**config.mk**
```make
export PLATFORM = sky130hd
export DESIGN_NAME = raw_mode_socket_channel
export DESIGN_NICKNAME = d
export VERILOG_FILES = /design/src/core/rawsock_pkg.sv /design/src/core/sticky_irq.sv /design/src/core/rx_accept_filter.sv /design/src/core/raw_mode_socket_channel.sv
export SDC_FILE = /design/constraint.sdc
export NUM_CORES = 1
export LEC_CHECK = 0
export BUFFER_PORTS_ARGS = -buffer_cell sky130_fd_sc_hd__buf_2
export CAP_MARGIN = 10
export CORE_ASPECT_RATIO = 0.5
export CORE_MARGIN = 4
export CORE_UTILIZATION = 40
export CTS_CLUSTER_SIZE = 24
export DETAILED_ROUTE_END_ITERATION = 12
export HOLD_SLACK_MARGIN = 0.02
export PLACE_DENSITY = 0.6
export SLEW_MARGIN = 20
export SYNTH_ARGS = -nofsm -noshare
export SYNTH_HDL_FRONTEND = slang
export SYNTH_HIERARCHICAL = 1
export SYNTH_SLANG_ARGS = --single-unit
export TNS_END_PERCENT = 30
```
**constraint.sdc**
```tcl
create_clock -name sys_clk -period 11.8 [get_ports sys_clk]
set_clock_uncertainty 0.05 [all_clocks]
set_input_delay 1.77 -clock sys_clk [delete_from_list [all_inputs] [get_ports sys_clk]]
set_output_delay 1.77 -clock sys_clk [all_outputs]
set_load 0.02 [all_outputs]
```
**src/core/rawsock_pkg.sv**
```systemverilog
// Constants, register map and state types of the raw socket channel.
// Assumes one 40 MHz clock and external synchronous buffer memories.
package rawsock_pkg;
    localparam int NUM_CH = 4;
    localparam int CH_W = 2;
    localparam int ADDR_W = 6;
    localparam int DATA_W = 16;
    localparam int MEM_AW = 13;
    // ------------------------------------------------------------
    // Register groups (address bits 5:2), channel in bits 1:0
    // ------------------------------------------------------------
    localparam logic [3:0] GRP_SOPR = 4'h0;
    localparam logic [3:0] GRP_IPR = 4'h1;
    localparam logic [3:0] GRP_RXWR = 4'h2;
    localparam logic [3:0] GRP_RXRD = 4'h3;
    localparam logic [3:0] GRP_TXWR = 4'h4;
    localparam logic [3:0] GRP_TXRD = 4'h5;
    localparam logic [ADDR_W-1:0] CMD_ADDR = 6'h18;
    localparam logic [ADDR_W-1:0] INT_STAT_ADDR = 6'h19;
    localparam logic [ADDR_W-1:0] INT_MASK_ADDR = 6'h1A;
    localparam logic [ADDR_W-1:0] MODE_STAT_ADDR = 6'h1B;
    localparam logic [ADDR_W-1:0] HWADDR_HI_ADDR = 6'h1C;
    localparam logic [ADDR_W-1:0] HWADDR_MID_ADDR = 6'h1D;
    localparam logic [ADDR_W-1:0] HWADDR_LO_ADDR = 6'h1E;
    // ------------------------------------------------------------
    // Fields
    // ------------------------------------------------------------
    localparam int CMD_INIT_BIT = 8;
    localparam int CMD_SEND_BIT = 9;
    localparam logic [3:0] IP_RAW_PROTOCOL_CODE = 4'h3;
    localparam logic [3:0] MAC_RAW_PROTOCOL_CODE = 4'h4;
    localparam int OPT_ERR_BIT = 5;
    localparam int OPT_BCAST_BIT = 6;
    localparam int OPT_PROMISC_BIT = 7;
    localparam int STT_MATCH_BIT = 7;
    localparam int STT_BCAST_BIT = 5;
    localparam int STT_ERR_BIT = 4;
    // ------------------------------------------------------------
    // Record layout and memory windows
    // ------------------------------------------------------------
    localparam logic [15:0] IP_HDR_LEN = 16'h0006;
    localparam logic [15:0] MAC_HDR_LEN = 16'h0003;
    localparam logic [15:0] CHAN_MEM_SIZE = 16'h0800;
    localparam logic [15:0] FULL_MEM_SIZE = 16'h2000;
    localparam logic [15:0] CHAN_MEM_MASK = 16'h07FF;
    localparam logic [15:0] FULL_MEM_MASK = 16'h1FFF;
    localparam logic [7:0] OPT_RST = 8'h00;
    localparam logic [15:0] PTR_RST = 16'h0000;
    localparam logic [47:0] HWADDR_RST = 48'h000000000000;
    typedef enum {RX_IDLE, RX_DATA, RX_HDR} rx_state_e;
    typedef enum {TX_IDLE, TX_ADDR, TX_READ, TX_SEND} tx_state_e;
endpackage

```
**src/core/sticky_irq.sv**
```systemverilog
// Sticky event flags with mask and one level interrupt.
// Assumes events and the clearing read come from the same clock.
`timescale 1ns/1ps
module sticky_irq #(
    parameter int W = 8
) (
    input wire logic sys_clk,
    input wire logic rst,
    input wire logic [W-1:0] set,
    input wire logic clr,
    input wire logic [W-1:0] mask,
    output logic [W-1:0] status,
    output logic irq
);
    logic [W-1:0] flag_ff;
    logic irq_ff;
    wire [W-1:0] nxt_flag = (clr ? {W{1'b0}} : flag_ff) | set;

    // A new event wins over the clearing read
    always_ff @(posedge sys_clk) begin
        if (rst) begin
            flag_ff <= '0;
            irq_ff <= 1'b0;
        end else begin
            flag_ff <= nxt_flag;
            irq_ff <= |(nxt_flag & mask);
        end
    end

    assign status = flag_ff;
    assign irq = irq_ff;
endmodule

```
**src/core/rx_accept_filter.sv**
```systemverilog
// Receive acceptance: picks the channel that takes an incoming packet.
// Assumes attributes are valid beside the frame start pulse.
`timescale 1ns/1ps
module rx_accept_filter (
    input wire logic mac_mode,
    input wire logic [rawsock_pkg::NUM_CH-1:0] ip_act,
    input wire logic [rawsock_pkg::NUM_CH-1:0][7:0] ipr,
    input wire logic opt_bcast,
    input wire logic opt_promisc,
    input wire logic is_ip,
    input wire logic [7:0] ip_proto,
    input wire logic dst_match,
    input wire logic bcast,
    output logic accept,
    output logic [rawsock_pkg::CH_W-1:0] chan
);
    always_comb begin
        accept = 1'b0;
        chan = '0;
        if (mac_mode) begin
            accept = opt_promisc | dst_match | (bcast & opt_bcast);
        end else begin
            for (int i = rawsock_pkg::NUM_CH - 1; i >= 0; i--) begin
                if (ip_act[i] && is_ip && ipr[i] == ip_proto) begin
                    accept = 1'b1;
                    chan = i[rawsock_pkg::CH_W-1:0];
                end
            end
        end
    end
endmodule

```
**src/core/raw_mode_socket_channel.sv**
```systemverilog
// Raw-mode socket channels: record writer, frame sender, registers.
// Assumes MAC side and memories run on sys_clk; memories read in one cycle.
//
// Added by the designer: the placing of the registers and the address-and-strobe port.
`timescale 1ns/1ps
module raw_mode_socket_channel (
    input wire logic sys_clk,
    input wire logic rst,
    input wire logic [rawsock_pkg::ADDR_W-1:0] reg_addr,
    input wire logic [rawsock_pkg::DATA_W-1:0] reg_wdata,
    input wire logic reg_wr,
    input wire logic reg_rd,
    output logic [rawsock_pkg::DATA_W-1:0] reg_rdata,
    output logic irq,
    input wire logic rx_frame_start,
    input wire logic rx_is_ip,
    input wire logic [7:0] rx_ip_proto,
    input wire logic [31:0] rx_src_ip,
    input wire logic rx_dst_match,
    input wire logic rx_bcast,
    input wire logic rx_byte_valid,
    input wire logic [7:0] rx_byte,
    input wire logic rx_frame_end,
    input wire logic rx_frame_err,
    output logic rxm_we,
    output logic [rawsock_pkg::MEM_AW-1:0] rxm_addr,
    output logic [7:0] rxm_wdata,
    output logic [rawsock_pkg::MEM_AW-1:0] txm_addr,
    input wire logic [7:0] txm_rdata,
    output logic tx_valid,
    output logic [7:0] tx_data,
    output logic tx_last,
    output logic tx_mac_raw,
    output logic [7:0] tx_ip_proto,
    input wire logic tx_ready
);
    localparam int N = rawsock_pkg::NUM_CH;
    localparam int AW = rawsock_pkg::MEM_AW;

    // ------------------------------------------------------------
    // Register state
    // ------------------------------------------------------------
    logic [N-1:0][7:0] sopr_ff;
    logic [N-1:0][7:0] ipr_ff;
    logic [15:0] rx_wr_ff [N];
    logic [15:0] rx_rd_ff [N];
    logic [15:0] tx_wr_ff [N];
    logic [15:0] tx_rd_ff [N];
    logic [7:0] mask_ff;
    logic [47:0] hwaddr_ff;
    logic [N-1:0] ip_act_ff;
    logic mac_ff;
    logic [15:0] rd_data_ff;

    wire [3:0] grp = reg_addr[5:2];
    wire [1:0] wch = reg_addr[1:0];
    wire cmd_wr = reg_wr && reg_addr == rawsock_pkg::CMD_ADDR;
    wire [1:0] cmd_ch = reg_wdata[1:0];
    wire cmd_ok = !mac_ff || cmd_ch == 2'h0;
    wire init_cmd = cmd_wr && reg_wdata[rawsock_pkg::CMD_INIT_BIT] && cmd_ok;
    wire send_cmd = cmd_wr && reg_wdata[rawsock_pkg::CMD_SEND_BIT] && cmd_ok;
    wire [3:0] init_code = sopr_ff[cmd_ch][3:0];
    wire stat_rd = reg_rd && reg_addr == rawsock_pkg::INT_STAT_ADDR;

    always_ff @(posedge sys_clk) begin
        if (rst) begin
            for (int i = 0; i < N; i++) begin
                sopr_ff[i] <= rawsock_pkg::OPT_RST;
                ipr_ff[i] <= rawsock_pkg::OPT_RST;
                rx_rd_ff[i] <= rawsock_pkg::PTR_RST;
                tx_wr_ff[i] <= rawsock_pkg::PTR_RST;
            end
            mask_ff <= 8'h00;
            hwaddr_ff <= rawsock_pkg::HWADDR_RST;
        end else if (reg_wr) begin
            case (grp)
                rawsock_pkg::GRP_SOPR: sopr_ff[wch] <= reg_wdata[7:0];
                rawsock_pkg::GRP_IPR: ipr_ff[wch] <= reg_wdata[7:0];
                rawsock_pkg::GRP_RXRD: rx_rd_ff[wch] <= reg_wdata;
                rawsock_pkg::GRP_TXWR: tx_wr_ff[wch] <= reg_wdata;
                default: begin
                    if (reg_addr == rawsock_pkg::INT_MASK_ADDR) mask_ff <= reg_wdata[7:0];
                    if (reg_addr == rawsock_pkg::HWADDR_HI_ADDR) hwaddr_ff[47:32] <= reg_wdata;
                    if (reg_addr == rawsock_pkg::HWADDR_MID_ADDR) hwaddr_ff[31:16] <= reg_wdata;
                    if (reg_addr == rawsock_pkg::HWADDR_LO_ADDR) hwaddr_ff[15:0] <= reg_wdata;
                end
            endcase
        end
    end

    // ------------------------------------------------------------
    // Mode selection on the initialisation command
    // ------------------------------------------------------------
    always_ff @(posedge sys_clk) begin
        if (rst) begin
            ip_act_ff <= '0;
            mac_ff <= 1'b0;
        end else if (init_cmd) begin
            if (cmd_ch == 2'h0 && init_code == rawsock_pkg::MAC_RAW_PROTOCOL_CODE) begin
                mac_ff <= 1'b1;
                ip_act_ff <= '0;
            end else begin
                ip_act_ff[cmd_ch] <= init_code == rawsock_pkg::IP_RAW_PROTOCOL_CODE;
                if (cmd_ch == 2'h0) mac_ff <= 1'b0;
            end
        end
    end

    // ------------------------------------------------------------
    // Receive record writer
    // ------------------------------------------------------------
    rawsock_pkg::rx_state_e rx_st_ff;
    logic [1:0] rx_ch_ff;
    logic [15:0] rx_cnt_ff;
    logic [15:0] rx_hdr_ff;
    logic [2:0] rx_hidx_ff;
    logic [31:0] rx_sip_ff;
    logic [7:0] rx_stt_ff;
    logic rx_ovf_ff;
    logic rxm_we_ff;
    logic [AW-1:0] rxm_addr_ff;
    logic [7:0] rxm_wdata_ff;
    logic [N-1:0] rx_done;
    logic flt_accept;
    logic [1:0] flt_ch;
    logic [7:0] hdr_byte;

    rx_accept_filter u_filter (
        .mac_mode(mac_ff),
        .ip_act(ip_act_ff),
        .ipr(ipr_ff),
        .opt_bcast(sopr_ff[0][rawsock_pkg::OPT_BCAST_BIT]),
        .opt_promisc(sopr_ff[0][rawsock_pkg::OPT_PROMISC_BIT]),
        .is_ip(rx_is_ip),
        .ip_proto(rx_ip_proto),
        .dst_match(rx_dst_match),
        .bcast(rx_bcast),
        .accept(flt_accept),
        .chan(flt_ch)
    );

    wire [15:0] rx_size = mac_ff ? rawsock_pkg::FULL_MEM_SIZE : rawsock_pkg::CHAN_MEM_SIZE;
    wire [15:0] rx_mask = mac_ff ? rawsock_pkg::FULL_MEM_MASK : rawsock_pkg::CHAN_MEM_MASK;
    wire [15:0] rx_base = mac_ff ? 16'h0000 : {3'h0, rx_ch_ff, 11'h000};
    wire [15:0] rx_free = rx_size - (rx_wr_ff[rx_ch_ff] - rx_rd_ff[rx_ch_ff]);
    wire [15:0] rx_len = rx_hdr_ff + rx_cnt_ff;
    wire [15:0] rx_doff = rx_wr_ff[rx_ch_ff] + rx_len;
    wire [15:0] rx_hoff = rx_wr_ff[rx_ch_ff] + {13'h0000, rx_hidx_ff};
    wire rx_fits = rx_len < rx_free;
    wire err_ok = !mac_ff || !rx_frame_err || sopr_ff[0][rawsock_pkg::OPT_ERR_BIT];
    wire rx_keep = !rx_ovf_ff && rx_len <= rx_free && err_ok;
    wire rx_hlast = {13'h0000, rx_hidx_ff} == rx_hdr_ff - 16'h0001;

    always_comb begin
        case (rx_hidx_ff)
            3'h0: hdr_byte = rx_len[15:8];
            3'h1: hdr_byte = rx_len[7:0];
            3'h2: hdr_byte = mac_ff ? rx_stt_ff : rx_sip_ff[31:24];
            3'h3: hdr_byte = rx_sip_ff[23:16];
            3'h4: hdr_byte = rx_sip_ff[15:8];
            default: hdr_byte = rx_sip_ff[7:0];
        endcase
    end

    always_ff @(posedge sys_clk) begin
        if (rst) begin
            rx_st_ff <= rawsock_pkg::RX_IDLE;
            rx_ch_ff <= 2'h0;
            rx_cnt_ff <= 16'h0000;
            rx_hdr_ff <= rawsock_pkg::IP_HDR_LEN;
            rx_hidx_ff <= 3'h0;
            rx_sip_ff <= 32'h00000000;
            rx_stt_ff <= 8'h00;
            rx_ovf_ff <= 1'b0;
            rxm_we_ff <= 1'b0;
            rxm_addr_ff <= '0;
            rxm_wdata_ff <= 8'h00;
            rx_done <= '0;
            for (int i = 0; i < N; i++) rx_wr_ff[i] <= rawsock_pkg::PTR_RST;
        end else begin
            rxm_we_ff <= 1'b0;
            rx_done <= '0;
            if (init_cmd) rx_wr_ff[cmd_ch] <= rx_rd_ff[cmd_ch];
            case (rx_st_ff)
                rawsock_pkg::RX_IDLE: begin
                    if (rx_frame_start && flt_accept) begin
                        rx_st_ff <= rawsock_pkg::RX_DATA;
                        rx_ch_ff <= flt_ch;
                        rx_cnt_ff <= 16'h0000;
                        rx_ovf_ff <= 1'b0;
                        rx_sip_ff <= rx_src_ip;
                        rx_hdr_ff <= mac_ff ? rawsock_pkg::MAC_HDR_LEN : rawsock_pkg::IP_HDR_LEN;
                        rx_stt_ff <= 8'h00;
                        rx_stt_ff[rawsock_pkg::STT_MATCH_BIT] <= rx_dst_match;
                        rx_stt_ff[rawsock_pkg::STT_BCAST_BIT] <= rx_bcast;
                    end
                end
                rawsock_pkg::RX_DATA: begin
                    if (rx_frame_end) begin
                        rx_stt_ff[rawsock_pkg::STT_ERR_BIT] <= rx_frame_err;
                        rx_hidx_ff <= 3'h0;
                        // Drop leaves memory content unused and pointer still
                        rx_st_ff <= rx_keep ? rawsock_pkg::RX_HDR : rawsock_pkg::RX_IDLE;
                    end else if (rx_byte_valid) begin
                        if (rx_fits && !rx_ovf_ff) begin
                            rxm_we_ff <= 1'b1;
                            rxm_addr_ff <= AW'(rx_base + (rx_doff & rx_mask));
                            rxm_wdata_ff <= rx_byte;
                            rx_cnt_ff <= rx_cnt_ff + 16'h0001;
                        end else begin
                            rx_ovf_ff <= 1'b1;
                        end
                    end
                end
                rawsock_pkg::RX_HDR: begin
                    rxm_we_ff <= 1'b1;
                    rxm_addr_ff <= AW'(rx_base + (rx_hoff & rx_mask));
                    rxm_wdata_ff <= hdr_byte;
                    rx_hidx_ff <= rx_hidx_ff + 3'h1;
                    if (rx_hlast) begin
                        rx_wr_ff[rx_ch_ff] <= rx_wr_ff[rx_ch_ff] + rx_len;
                        rx_done[rx_ch_ff] <= 1'b1;
                        rx_st_ff <= rawsock_pkg::RX_IDLE;
                    end
                end
                default: rx_st_ff <= rawsock_pkg::RX_IDLE;
            endcase
        end
    end

    // ------------------------------------------------------------
    // Transmit reader
    // ------------------------------------------------------------
    rawsock_pkg::tx_state_e tx_st_ff;
    logic [1:0] tx_ch_ff;
    logic [AW-1:0] txm_addr_ff;
    logic tx_valid_ff;
    logic [7:0] tx_data_ff;
    logic tx_last_ff;
    logic tx_mac_ff;
    logic [7:0] tx_proto_ff;
    logic [N-1:0] tx_done;

    wire [1:0] tch = (tx_st_ff == rawsock_pkg::TX_IDLE) ? cmd_ch : tx_ch_ff;
    wire [15:0] tx_mask = mac_ff ? rawsock_pkg::FULL_MEM_MASK : rawsock_pkg::CHAN_MEM_MASK;
    wire [15:0] tx_base = mac_ff ? 16'h0000 : {3'h0, tch, 11'h000};
    wire [15:0] tx_nrd = tx_rd_ff[tch] + 16'h0001;
    wire tx_mode_ok = mac_ff || ip_act_ff[cmd_ch];
    wire tx_go = send_cmd && tx_mode_ok && tx_rd_ff[cmd_ch] != tx_wr_ff[cmd_ch];

    always_ff @(posedge sys_clk) begin
        if (rst) begin
            tx_st_ff <= rawsock_pkg::TX_IDLE;
            tx_ch_ff <= 2'h0;
            txm_addr_ff <= '0;
            tx_valid_ff <= 1'b0;
            tx_data_ff <= 8'h00;
            tx_last_ff <= 1'b0;
            tx_mac_ff <= 1'b0;
            tx_proto_ff <= 8'h00;
            tx_done <= '0;
            for (int i = 0; i < N; i++) tx_rd_ff[i] <= rawsock_pkg::PTR_RST;
        end else begin
            tx_done <= '0;
            if (init_cmd && tx_st_ff == rawsock_pkg::TX_IDLE) tx_rd_ff[cmd_ch] <= tx_wr_ff[cmd_ch];
            case (tx_st_ff)
                rawsock_pkg::TX_IDLE: begin
                    if (tx_go) begin
                        tx_ch_ff <= cmd_ch;
                        tx_mac_ff <= mac_ff;
                        tx_proto_ff <= ipr_ff[cmd_ch];
                        txm_addr_ff <= AW'(tx_base + (tx_rd_ff[cmd_ch] & tx_mask));
                        tx_st_ff <= rawsock_pkg::TX_ADDR;
                    end
                end
                rawsock_pkg::TX_ADDR: tx_st_ff <= rawsock_pkg::TX_READ;
                rawsock_pkg::TX_READ: begin
                    tx_valid_ff <= 1'b1;
                    tx_data_ff <= txm_rdata;
                    tx_last_ff <= tx_nrd == tx_wr_ff[tx_ch_ff];
                    tx_st_ff <= rawsock_pkg::TX_SEND;
                end
                rawsock_pkg::TX_SEND: begin
                    if (tx_ready) begin
                        tx_valid_ff <= 1'b0;
                        tx_last_ff <= 1'b0;
                        tx_rd_ff[tx_ch_ff] <= tx_nrd;
                        txm_addr_ff <= AW'(tx_base + (tx_nrd & tx_mask));
                        if (tx_last_ff) begin
                            tx_done[tx_ch_ff] <= 1'b1;
                            tx_st_ff <= rawsock_pkg::TX_IDLE;
                        end else begin
                            tx_st_ff <= rawsock_pkg::TX_ADDR;
                        end
                    end
                end
                default: tx_st_ff <= rawsock_pkg::TX_IDLE;
            endcase
        end
    end

    // ------------------------------------------------------------
    // Interrupts and read-back
    // ------------------------------------------------------------
    logic [7:0] int_stat;
    logic irq_lvl;

    sticky_irq #(.W(8)) u_irq (
        .sys_clk(sys_clk),
        .rst(rst),
        .set({tx_done, rx_done}),
        .clr(stat_rd),
        .mask(mask_ff),
        .status(int_stat),
        .irq(irq_lvl)
    );

    logic [15:0] rd_mux;
    wire [15:0] mode_stat = {9'h000, tx_st_ff != rawsock_pkg::TX_IDLE,
                             rx_st_ff != rawsock_pkg::RX_IDLE, mac_ff, ip_act_ff};

    always_comb begin
        case (grp)
            rawsock_pkg::GRP_SOPR: rd_mux = {8'h00, sopr_ff[wch]};
            rawsock_pkg::GRP_IPR: rd_mux = {8'h00, ipr_ff[wch]};
            rawsock_pkg::GRP_RXWR: rd_mux = rx_wr_ff[wch];
            rawsock_pkg::GRP_RXRD: rd_mux = rx_rd_ff[wch];
            rawsock_pkg::GRP_TXWR: rd_mux = tx_wr_ff[wch];
            rawsock_pkg::GRP_TXRD: rd_mux = tx_rd_ff[wch];
            default: begin
                case (reg_addr)
                    rawsock_pkg::INT_STAT_ADDR: rd_mux = {8'h00, int_stat};
                    rawsock_pkg::INT_MASK_ADDR: rd_mux = {8'h00, mask_ff};
                    rawsock_pkg::MODE_STAT_ADDR: rd_mux = mode_stat;
                    rawsock_pkg::HWADDR_HI_ADDR: rd_mux = hwaddr_ff[47:32];
                    rawsock_pkg::HWADDR_MID_ADDR: rd_mux = hwaddr_ff[31:16];
                    rawsock_pkg::HWADDR_LO_ADDR: rd_mux = hwaddr_ff[15:0];
                    default: rd_mux = 16'h0000;
                endcase
            end
        endcase
    end

    always_ff @(posedge sys_clk) begin
        if (rst) rd_data_ff <= 16'h0000;
        else if (reg_rd) rd_data_ff <= rd_mux;
    end

    assign reg_rdata = rd_data_ff;
    assign irq = irq_lvl;
    assign rxm_we = rxm_we_ff;
    assign rxm_addr = rxm_addr_ff;
    assign rxm_wdata = rxm_wdata_ff;
    assign txm_addr = txm_addr_ff;
    assign tx_valid = tx_valid_ff;
    assign tx_data = tx_data_ff;
    assign tx_last = tx_last_ff;
    assign tx_mac_raw = tx_mac_ff;
    assign tx_ip_proto = tx_proto_ff;
endmodule

```
==> results.md, run 1 <==
- Root Driver: clkbuf_16
- Hold Path Origin: hwaddr_ff[26]
- Fin cells: roughly 4000
- Layout cells sized above 1: 0.182
- Distinct cells, synth: approximately 80
- LEAKAGE: 12.6 nW
- RSZ-0062 raised after global routing: false
- Setup TNS: 0 ps
- Syn Area/Cell: 10.6 um^2
- Post-route ant nets: 0
- Remaining DRCs: 0
- Top area cells in the synthesized netlist: edfxtp_1 (25%), dfxtp_1 (18%), mux4_2 (15%), mux2i_1 (5.1%), nand2_1 (4.1%)
- CP required: approximately 12000 ps
- Vias in the first global route: between 20000 and 25000
- Fmax: roughly 150 MHz
- Inserted Clock Buffers: 52
- Reg clk slew, reported paths: around 70 ps
- Global-route wire length before repair: approximately 150000 um
- GRT Total Usage: 0.237
- Placed inst area: ~32000 um^2
- Pwr/cell area: ~130 nW/um^2
- Worst R2R Setup Slack: 5160 ps
- Number of synthesized flops with an enable pin: 256
- I/O Pins: around 160
- Min-delay worst type: reg2reg
- Period Utilization, post-route: 0.563
- Pre-Repair DR Iteration Count: 6
- Ys Warns: 6
- Die X-Extent: ~400 um
- Area grow syn2layout: 11.2%
- Hold Path End: hwaddr_ff[26]
- Relative slew slack: 0.268
- Critical-path maximum fanout: 32
- Status: finished, final reports clean
- Die H: a little over 200 um
- Hold_buf cts: 0
- Port Buf Inserts: 160
- Cell area after layout: roughly 34000 um^2
- Routed WL per cell: 24.4 um
- Final Routed Wirelength: 98700 um
- Register area share after synthesis: 0.433
- CTS sink count: 537
- Grt ovf: 0
- Max clock buf depth: 3
- Core area: 75700 um^2
- Final Critical Period: 6640 ps
- Std-Cell Rows: 71
- Routability cong.: about 0.9
- Die area: roughly 82000 um^2
- DP Wirelength: 69600 um
- Slew Viols, Final: 0
- Synth async-reset ratio: 0
- Cell total after placement: a little under 4000
- Largest net degree at the start of global routing: between 60 and 70
- Initial core utilization: 0.407
- R2R depth: 23
- Max Cap Viol: 0
- Top cell types by occurrence after synthesis: nand2_1 (340), nor2_1 (340), dfxtp_1 (281)
- Final #Nets: 3145
- Yosys top cell area share: 0.250
- Classification of the worst setup path: reg2reg
- DR vias: around 24000
- Hold path depth: 2
- Post-Syn Area: around 30000 um^2
- H-tree levels: 2
- Post-CTS Resized: 0
- #FFs+latches synth: roughly 540
- Post-CTS Setup Bufs: 0
- Post-Synthesis Cells: just under 3000
- Initial DRC count: about 2500
- Worst-Margin Slew: about 1100 ps
- Arr. time, crit path: 7110 ps
- Cell taking the most area after synthesis: edfxtp_1
- Critical Path Source Type: register
- Most used DFF post-synth: dfxtp_1
- Fin. Hold Viols: 0
- Initial antenna violation count: 5
- Worst-Skew Late Latency: ~640 ps
- Via/cell ratio: 5.97
- Final setup viols: 0
- Post-Syn Nets: a little over 3000
- Worst vdd ir: around 0.10 mV
- Tot Pwr: about 0.0043 W
- R2R Path End: rx_cnt_ff[11]
- CTS tree: done
- Crit path capture type: register
routing by layer:
metal	up-vias	track usage	part of all wire
li1	10826	-	-
met4	2	0.0660	0.027
met2	1069	0.375	0.46
met3	154	0.0451	0.093
met5	-	0	0.00015
met1	12036	0.333	0.42
metrics by stage:
stage / hold slack, ps / util / setup slack (ps)
finish: 405 / 0.452 / 5160
global placement: 391 / 0.429 / 5210
CTS: 405 / 0.452 / 5110
detailed placement: 396 / 0.429 / 5110
floorplan: 374 / - / 5190
global route: 419 / 0.452 / 4410
worst max path at each step:
stage,end,slack [ps],depth (start not counted)
3_5_place_dp,rx_cnt_ff[11],5110,23
4_1_cts,rx_cnt_ff[11],5110,23
2_1_floorplan,rxm_addr[1],5190,26
5_1_grt,rx_cnt_ff[11],4410,23
3_3_place_gp,rxm_addr[11],5210,23
6_report,rx_cnt_ff[11],5160,23
sequential cells by signal (all words and copies together) (netlist names), 32 cells and up, named ones only:
name and count:
hwaddr_ff 48, ipr_ff 32, rx_rd_ff 64, rx_sip_ff 32, rx_wr_ff 64, sopr_ff 32, tx_rd_ff 64, tx_wr_ff 64
placed cells by master, fill, tap and decap left out, drive strengths merged, types with 7 or more instances in the layout:
cell type,n
a31oi,14
a2111oi,9
o211ai,9
xor2,45
o2111ai,9
and2,22
o311ai,7
nor2,340
clkinv,15
a211oi,13
clkbuf,70
a21oi,165
or3,17
a32oi,11
a21o,17
nand2b,22
nand2,340
mux2,9
nand4,27
nor3b,8
and3,51
o21ai,93
dfxtp,281
nor2b,27
buf,213
inv,110
o21bai,11
nor3,35
xnor2,81
nand3,62
a22oi,35
ha,79
mux2i,159
nor4,20
mux4,205
edfxtp,256
a22o,26
a221oi,11
o22ai,7
power breakdown:
group	internal (W)	leakage, nW	switching (W)	total [W]
Clock	0.000983	0.869	0.000787	0.00177
Combinational	0.000186	6.92	0.000302	0.000488
Sequential	0.00199	4.85	0.0000317	0.00203
Total	0.00316	12.6	0.00112	0.00428
cell families after synthesis:
group | count (synthesis) | share of synthesized area
and+or+nand+nor | 992 | 0.145
DFF | 537 | 0.433
AOI/OAI and AO/OA | 482 | 0.102
muxes | 373 | 0.206
buffers and inverters | 316 | 0.0416
xor gates and xnor gates | 129 | 0.0381
adders and majority gates | 84 | 0.0354
worst max-delay path: stages (launching register included):
cell and delay (ps):
dfxtp_2 310, buf_4 550, mux4_2 660, inv_1 120, ha_1 240, ha_1 220
fa_1 470, a21o_1 180, a21oi_1 230, o21bai_1 100, a21oi_1 220, o21bai_1 120
a211o_1 320, a2111oi_0 460, or3_1 190, o211ai_1 80, ha_1 330, nand3_1 90
nor2_1 110, nand2_1 80, a21oi_1 360, o31a_1 680, o311ai_0 230, o41ai_1 110
area by class of cell:
class                      count  area (um^2)
clock inverter                26          279
tap                         1022         1280
fill                        7057        41400
clock buffer                  70         1490
timing repair buffer         213         1220
antenna                        2         5.00
sequential                   537        13300
inverter                     107          402
multi-input combinational   2060        16200
No activity file was read; power rests on OpenSTA's default activity.
==> run 2: changes to the inputs <==
==> constraint.sdc (replaced) <==
create_clock -name sys_clk -period 6.5 [get_ports sys_clk]
set_clock_uncertainty 0.05 [all_clocks]
set_input_delay 0.975 -clock sys_clk [delete_from_list [all_inputs] [get_ports sys_clk]]
set_output_delay 0.975 -clock sys_clk [all_outputs]
set_load 0.02 [all_outputs]
==> run 2 against run 1 <==
  * Sequential power rose by 81%
  * Sequential cell count unchanged
  * Critical endpoint is now rx_cnt_ff[3]
  * Clock power rose by 87%
  * Cell count is 0.45% higher
  * First-iteration DRC count rose by 5.6%
  * Largest cell class unchanged
  * Global-route usage increased by 0.10 points
  * Die area unchanged
  * Sequential share of layout area is 0.26 points lower
  * Power up 84%
  * Non-clock buffer count grew 15
  * Maximum frequency increased by 11%
  * Utilization rose by 0.31 points
==> results.md, run 2 (synthesized netlist as in run 1, its figures left out) <==
- Slew Viols, Final: 0 (unchanged)
- Arr. time, crit path: 6510 ps (-600 ps)
- Cell area after layout: 34500 um^2 (+0.68%)
- Routed WL per cell: 24.6 um (+0.68%)
- CTS tree: done
- Placed inst area: 32600 um^2 (+0.38%)
- Worst-Margin Slew: 1170 ps (+70.6 ps)
- Vias in the first global route: 23017 (-0.056%)
- Pre-Repair DR Iteration Count: 6 (unchanged)
- Port Buf Inserts: 160 (unchanged)
- Die H: 204 um (unchanged)
- CP top delay family: compound AO/OA/AOI/OAI gates
- Initial DRC count: 2608 (+5.6%)
- Post-layout util: 0.455 (+0.00307)
- Area of the multi-input gates: 16300 um^2 (about the same)
- Worst hold slack: 405 ps (+0.171 ps)
- I/O Pins: 161 (unchanged)
- Inserted Clock Buffers: 53 (+1.9%)
- CTS sink count: 537 (unchanged)
- Final #Nets: 3161 (+0.51%)
- Core area: 75700 um^2 (unchanged)
- Via/cell ratio: 5.97 (about the same)
- Max Cap Viol: 0 (unchanged)
- Min-delay worst type: reg2reg
- Slowest stage delay, CP: 620 ps (-60 ps)
- Initial antenna violation count: 2 (-3)
- Remaining DRCs: 0 (unchanged)
- RSZ-0062 raised after global routing: false
- Critical-path maximum fanout: 21 (-34%)
- Pwr/cell area: 229 nW/um^2 (+83%)
- Status: finished, final reports clean
- Worst vdd ir: 0.207 mV (+98%)
- Relative slew slack: 0.221 (-0.0464)
- Period Utilization, post-route: 0.923 (+0.360)
- DR vias: 24199 (+0.46%)
- Crit path capture type: register
- Most Frequent Cell on Critical Path: a21oi_1
- Die X-Extent: 400 um (unchanged)
- Std-Cell Rows: 71 (unchanged)
- Area grow syn2layout: 12.0%
- Tot Pwr: 0.00789 W (+84%)
- Filler cells: 7111 (+0.77%)
- Final setup viols: 0 (unchanged)
- Fmax: 167 MHz (+11%)
- Reg area: 13300 um^2 (unchanged)
- Critical path buffers and inverters: 1 (-1)
- Reg clk slew, reported paths: 70 ps (about the same)
- Final Critical Period: 6000 ps (-644 ps)
- Routability cong.: 0.924 (+0.80%)
- GRT Total Usage: 0.238 (+0.00101)
- Global-route wire length before repair: 149000 um (-0.24%)
- Classification of the worst setup path: reg2reg
- Crit-path cells: mux4_2 -> inv_1 -> ha_1 -> ha_1 -> fa_1 -> a21o_1 -> a21oi_1 -> o21bai_1 -> a21oi_1 -> o21bai_1 -> a211o_1 -> a2111oi_2 -> nor2_1 -> xnor2_1 -> ha_1 -> a21o_1 -> a21oi_1 -> o21ai_1 -> o31a_2 -> or4_1 -> a21oi_1
- H-tree levels: 2 (unchanged)
- Slowest cell on crit path: mux4_2
- Hold_buf cts: 0 (unchanged)
- Initial core utilization: 0.407 (unchanged)
- Post-route ant nets: 0 (unchanged)
- Worst-Skew Late Latency: 660 ps (+20 ps)
- Die area: 81700 um^2 (unchanged)
- Final Routed Wirelength: 99800 um (+1.1%)
- LEAKAGE: 12.8 nW (+1.1%)
- Grt ovf: 0 (unchanged)
- Layout cells sized above 1: 0.186 (+0.00414)
- Root Driver: clkbuf_16
- CP required: 7010 ps (-5260 ps)
- Fin. Hold Viols: 0 (unchanged)
- Largest net degree at the start of global routing: 70 (+1.4%)
- Critical Path Source Type: register
- Most frequent cells in the layout: nor2_1 (340), nand2_1 (340), dfxtp_1 (280)
- Max clock buf depth: 3 (unchanged)
- DP Wirelength: 70500 um (+1.2%)
- Setup TNS: 0 ps (unchanged)
-- run 2: layout make-up --
type                    instances  share of cell area
flip-flops and latches        537               0.386
clock inverters                27             0.00784
clock buffers                  73              0.0464
repair buffers                228              0.0392
diodes                          1           0.0000726
multi-input cells            2060               0.471
well taps                    1022              0.0371
inverters                     107              0.0117
-- run 2: worst register-to-register path, cell delays in order, from the launching register on --
cell and delay [ps]:
dfxtp_2 470, mux4_2 620, inv_1 130, ha_1 240
ha_1 220, fa_1 460, a21o_1 180, a21oi_1 260
o21bai_1 90, a21oi_1 260, o21bai_1 120, a211o_1 340
a2111oi_2 340, nor2_1 130, xnor2_1 150, ha_1 200
a21o_1 170, a21oi_1 140, o21ai_1 160, o31a_2 520
or4_1 520, a21oi_1 140
-- run 2: worst paths after layout --
path	slack, ps	end	from	depth (start not counted)
max	500	rx_cnt_ff[3]	register	21
min reg2reg	400	hwaddr_ff[5]	hwaddr_ff[5]	2
min	400	hwaddr_ff[5]	hwaddr_ff[5]	2
max reg2reg	500	rx_cnt_ff[3]	register	21
-- run 2: layer usage --
| layer | vias to the layer above | GRT usage | part of all wire |
|---|---|---|---|
| met4 | 2 | 0.0745 | 0.032 |
| met3 | 153 | 0.0435 | 0.093 |
| li1 | 10862 | - | - |
| met5 | - | 0 | 0.00013 |
| met1 | 12023 | 0.338 | 0.43 |
| met2 | 1159 | 0.370 | 0.45 |
-- run 2: timing repair --
item                                    4_1_cts  5_1_grt
endpoints found under the setup margin        0       34
resized for setup                             0        5
setup buffers                                 0        0
-- run 2: power breakdown --
part	switching, W	leakage (nW)	internal, W	total (W)
clock	0.00145	0.922	0.00186	0.00331
combinational	0.000556	7.00	0.000343	0.000899
sequential	0.0000570	4.85	0.00362	0.00368
-- run 2: per-stage QoR --
step	worst slack (ps)	instances
global route	65.5	4055
finish	503	4055
floorplan	153	2913
CTS	74.9	4054
detailed placement	118	3954
global placement	271	3954
==> run 3: changes to the inputs <==
--- a/config.mk
+++ b/config.mk
@@ -6,7 +6,6 @@
 export NUM_CORES = 1
 export LEC_CHECK = 0
 export BUFFER_PORTS_ARGS = -buffer_cell sky130_fd_sc_hd__buf_2
-export CAP_MARGIN = 10
 export CORE_ASPECT_RATIO = 0.5
 export CORE_MARGIN = 4
 export CORE_UTILIZATION = 40
@@ -14,6 +13,7 @@
 export DETAILED_ROUTE_END_ITERATION = 12
 export HOLD_SLACK_MARGIN = 0.02
 export PLACE_DENSITY = 0.6
+export REMOVE_ABC_BUFFERS = 1
 export SLEW_MARGIN = 20
 export SYNTH_ARGS = -nofsm -noshare
 export SYNTH_HDL_FRONTEND = slang
==> constraint.sdc (replaced) <==
create_clock -name sys_clk -period 7.3 [get_ports sys_clk]
set_clock_uncertainty 0.05 [all_clocks]
set_input_delay 1.095 -clock sys_clk [delete_from_list [all_inputs] [get_ports sys_clk]]
set_output_delay 1.095 -clock sys_clk [all_outputs]
set_load 0.02 [all_outputs]
==> run 3 against run 2 <==
  * Worst setup slack improved by 450 ps
  * First-iteration DRC count fell by 9.2%
  * Register-to-register slack improved by 450 ps
  * Die area did not move
  * Hold slack improved by 1.0 ps
  * Clock power fell by 18%
  * Power fell by 14%
  * Non-clock buffer count fell by 10
  * Sequential power fell by 11%
  * Sequential share of layout area rose by 0.31 points
  * Final area fell by 0.80%
  * Critical path depth did not move
==> results.md, run 3 (synthesized netlist as in run 1, its figures left out) <==
- Status: finished, final reports clean
- Core area: 75700 um^2 (unchanged)
- Worst R2R Setup Slack: 950 ps (+450 ps)
- Pwr/cell area: 198 nW/um^2 (-14%)
- I/O Pins: 161 (unchanged)
- Root Driver: clkbuf_16
- Slowest cell on crit path: o31a_1
- Post-CTS Setup Bufs: 0 (unchanged)
- Grt ovf: 0 (unchanged)
- Post-layout util: 0.452 (-0.00362)
- Area of the multi-input gates: 16300 um^2 (about the same)
- Most Frequent Cell on Critical Path: a21oi_1
- Inserted Clock Buffers: 51 (-3.8%)
- CTS sink count: 537 (unchanged)
- LEAKAGE: 12.6 nW (-1.1%)
- Worst vdd ir: 0.171 mV (-17%)
- Crit-path cells: buf_4 -> mux4_2 -> ha_1 -> fa_1 -> a21o_1 -> a21oi_1 -> o21bai_1 -> a21oi_1 -> o21bai_1 -> a211o_1 -> a2111oi_0 -> or3_1 -> o211ai_1 -> ha_1 -> nand3_1 -> nor2_1 -> nand2_1 -> a21oi_1 -> o31a_1 -> o311ai_0 -> o41ai_1
- Vias in the first global route: 23215 (+0.86%)
- Period Utilization, post-route: 0.869 (-0.0533)
- Arr. time, crit path: 6810 ps (+300 ps)
- Fmax: 158 MHz (-5.5%)
- Relative slew slack: 0.285 (+0.0637)
- Hold path depth: 2 (unchanged)
- CTS tree: done
- Area grow syn2layout: 11.1%
- DP Wirelength: 66500 um (-5.6%)
- H-tree levels: 2 (unchanged)
- Routed wl met3: 7860 um (-15%)
- Routed WL per cell: 23.7 um (-3.8%)
- Worst path depth: 21 (unchanged)
- Global-route wire length before repair: 145000 um (-2.8%)
- Worst-Margin Slew: 1070 ps (-95.4 ps)
- Final Routed Wirelength: 95700 um (-4.1%)
- Reg area: 13300 um^2 (unchanged)
- Post-route ant nets: 0 (unchanged)
- Classification of the worst setup path: reg2reg
- Uppermost layer routed: met4
- Most frequent cells in the layout: nor2_1 (340), nand2_1 (340), dfxtp_1 (280)
- CP required: 7760 ps (+750 ps)
- Slew Viols, Final: 0 (unchanged)
- Pre-Repair DR Iteration Count: 6 (unchanged)
- Max clock buf depth: 3 (unchanged)
- Post-CTS Resized: 0 (unchanged)
- Port Buf Inserts: 160 (unchanged)
- Via/cell ratio: 5.90 (-1.1%)
- Remaining DRCs: 0 (unchanged)
- RSZ-0062 raised after global routing: false
- Critical Path Source Type: register
- Routability cong.: 0.895 (-3.1%)
- Fin. Hold Viols: 0 (unchanged)
- CP top delay family: compound AO/OA/AOI/OAI gates
- Critical-path maximum fanout: 21 (unchanged)
- Initial DRC count: 2367 (-9.2%)
- Crit path capture type: register
- Hold_buf cts: 0 (unchanged)
- Reg clk slew, reported paths: 70 ps (about the same)
- Largest net degree at the start of global routing: 134 (+91%)
- Max Cap Viol: 0 (unchanged)
- Met2 wire length: 44100 um (-1.6%)
- Die X-Extent: 400 um (unchanged)
- Die H: 204 um (unchanged)
- Final Critical Period: 6350 ps (+349 ps)
- DR vias: 23839 (-1.5%)
- Worst-Skew Late Latency: 630 ps (-30 ps)
- Tot Pwr: 0.00677 W (-14%)
- Std-Cell Rows: 71 (unchanged)
- Filler cells: 7136 (+0.35%)
- Critical path buffers and inverters: 1 (unchanged)
- Min-delay worst type: reg2reg
- R2R depth: 21 (unchanged)
- Slowest stage delay, CP: 700 ps (+80 ps)
- Setup TNS: 0 ps (unchanged)
- Final #Nets: 3149 (-0.38%)
- Initial antenna violation count: 1 (-1)
- Initial core utilization: 0.407 (unchanged)
- Die area: 81700 um^2 (unchanged)
- Metal-1 WL: 41500 um (-2.6%)
- Layout cells sized above 1: 0.182 (-0.00477)
- GRT Total Usage: 0.229 (-0.00890)
- Final setup viols: 0 (unchanged)
run 3: final timing paths:
kind	start	end
worst min register to register	hwaddr_ff[19]	hwaddr_ff[19]
worst min-delay path	hwaddr_ff[19]	hwaddr_ff[19]
worst max-delay path	register	rx_cnt_ff[10]
worst max register to register	register	rx_cnt_ff[10]
run 3: power by group:
part	internal, W	total [W]	switching (W)
registers	0.00322	0.00327	0.0000504
logic	0.000303	0.000778	0.000475
clock network	0.00148	0.00271	0.00123
run 3: per-stage QoR:
stage	instances	area [um^2]	setup slack (ps)	hold slack, ps
finish	4041	34200	955	406
global route	4040	34200	451	423
CTS	4040	34200	1010	405
detailed placement	3944	32500	1060	396
global placement	3944	32500	1190	390
floorplan	2704	29900	-1100	374
run 3: area by class of cell:
cell class | instances | share of cell area
multi-input cells | 2060 | 0.476
flip-flops and latches | 537 | 0.389
clock buffers | 81 | 0.0457
well taps | 1022 | 0.0374
repair buffers | 218 | 0.0372
inverters | 107 | 0.0117
clock inverters | 15 | 0.00300
diodes | 1 | 0.0000732
run 3: worst register-to-register path, stage by stage, from the launching register on:
cell,delay (ps)
dfxtp_2,420
buf_4,330
mux4_2,600
ha_1,350
fa_1,410
a21o_1,180
a21oi_1,220
o21bai_1,100
a21oi_1,220
o21bai_1,120
a211o_1,320
a2111oi_0,550
or3_1,200
o211ai_1,90
ha_1,330
nand3_1,90
nor2_1,130
nand2_1,90
a21oi_1,360
o31a_1,700
o311ai_0,260
o41ai_1,130
run 3: layer usage:
metal,vias up,global-route usage
met1,11884,0.318
met3,152,0.0433
met2,967,0.368
li1,10836,-
met5,-,0
met4,0,0.0625
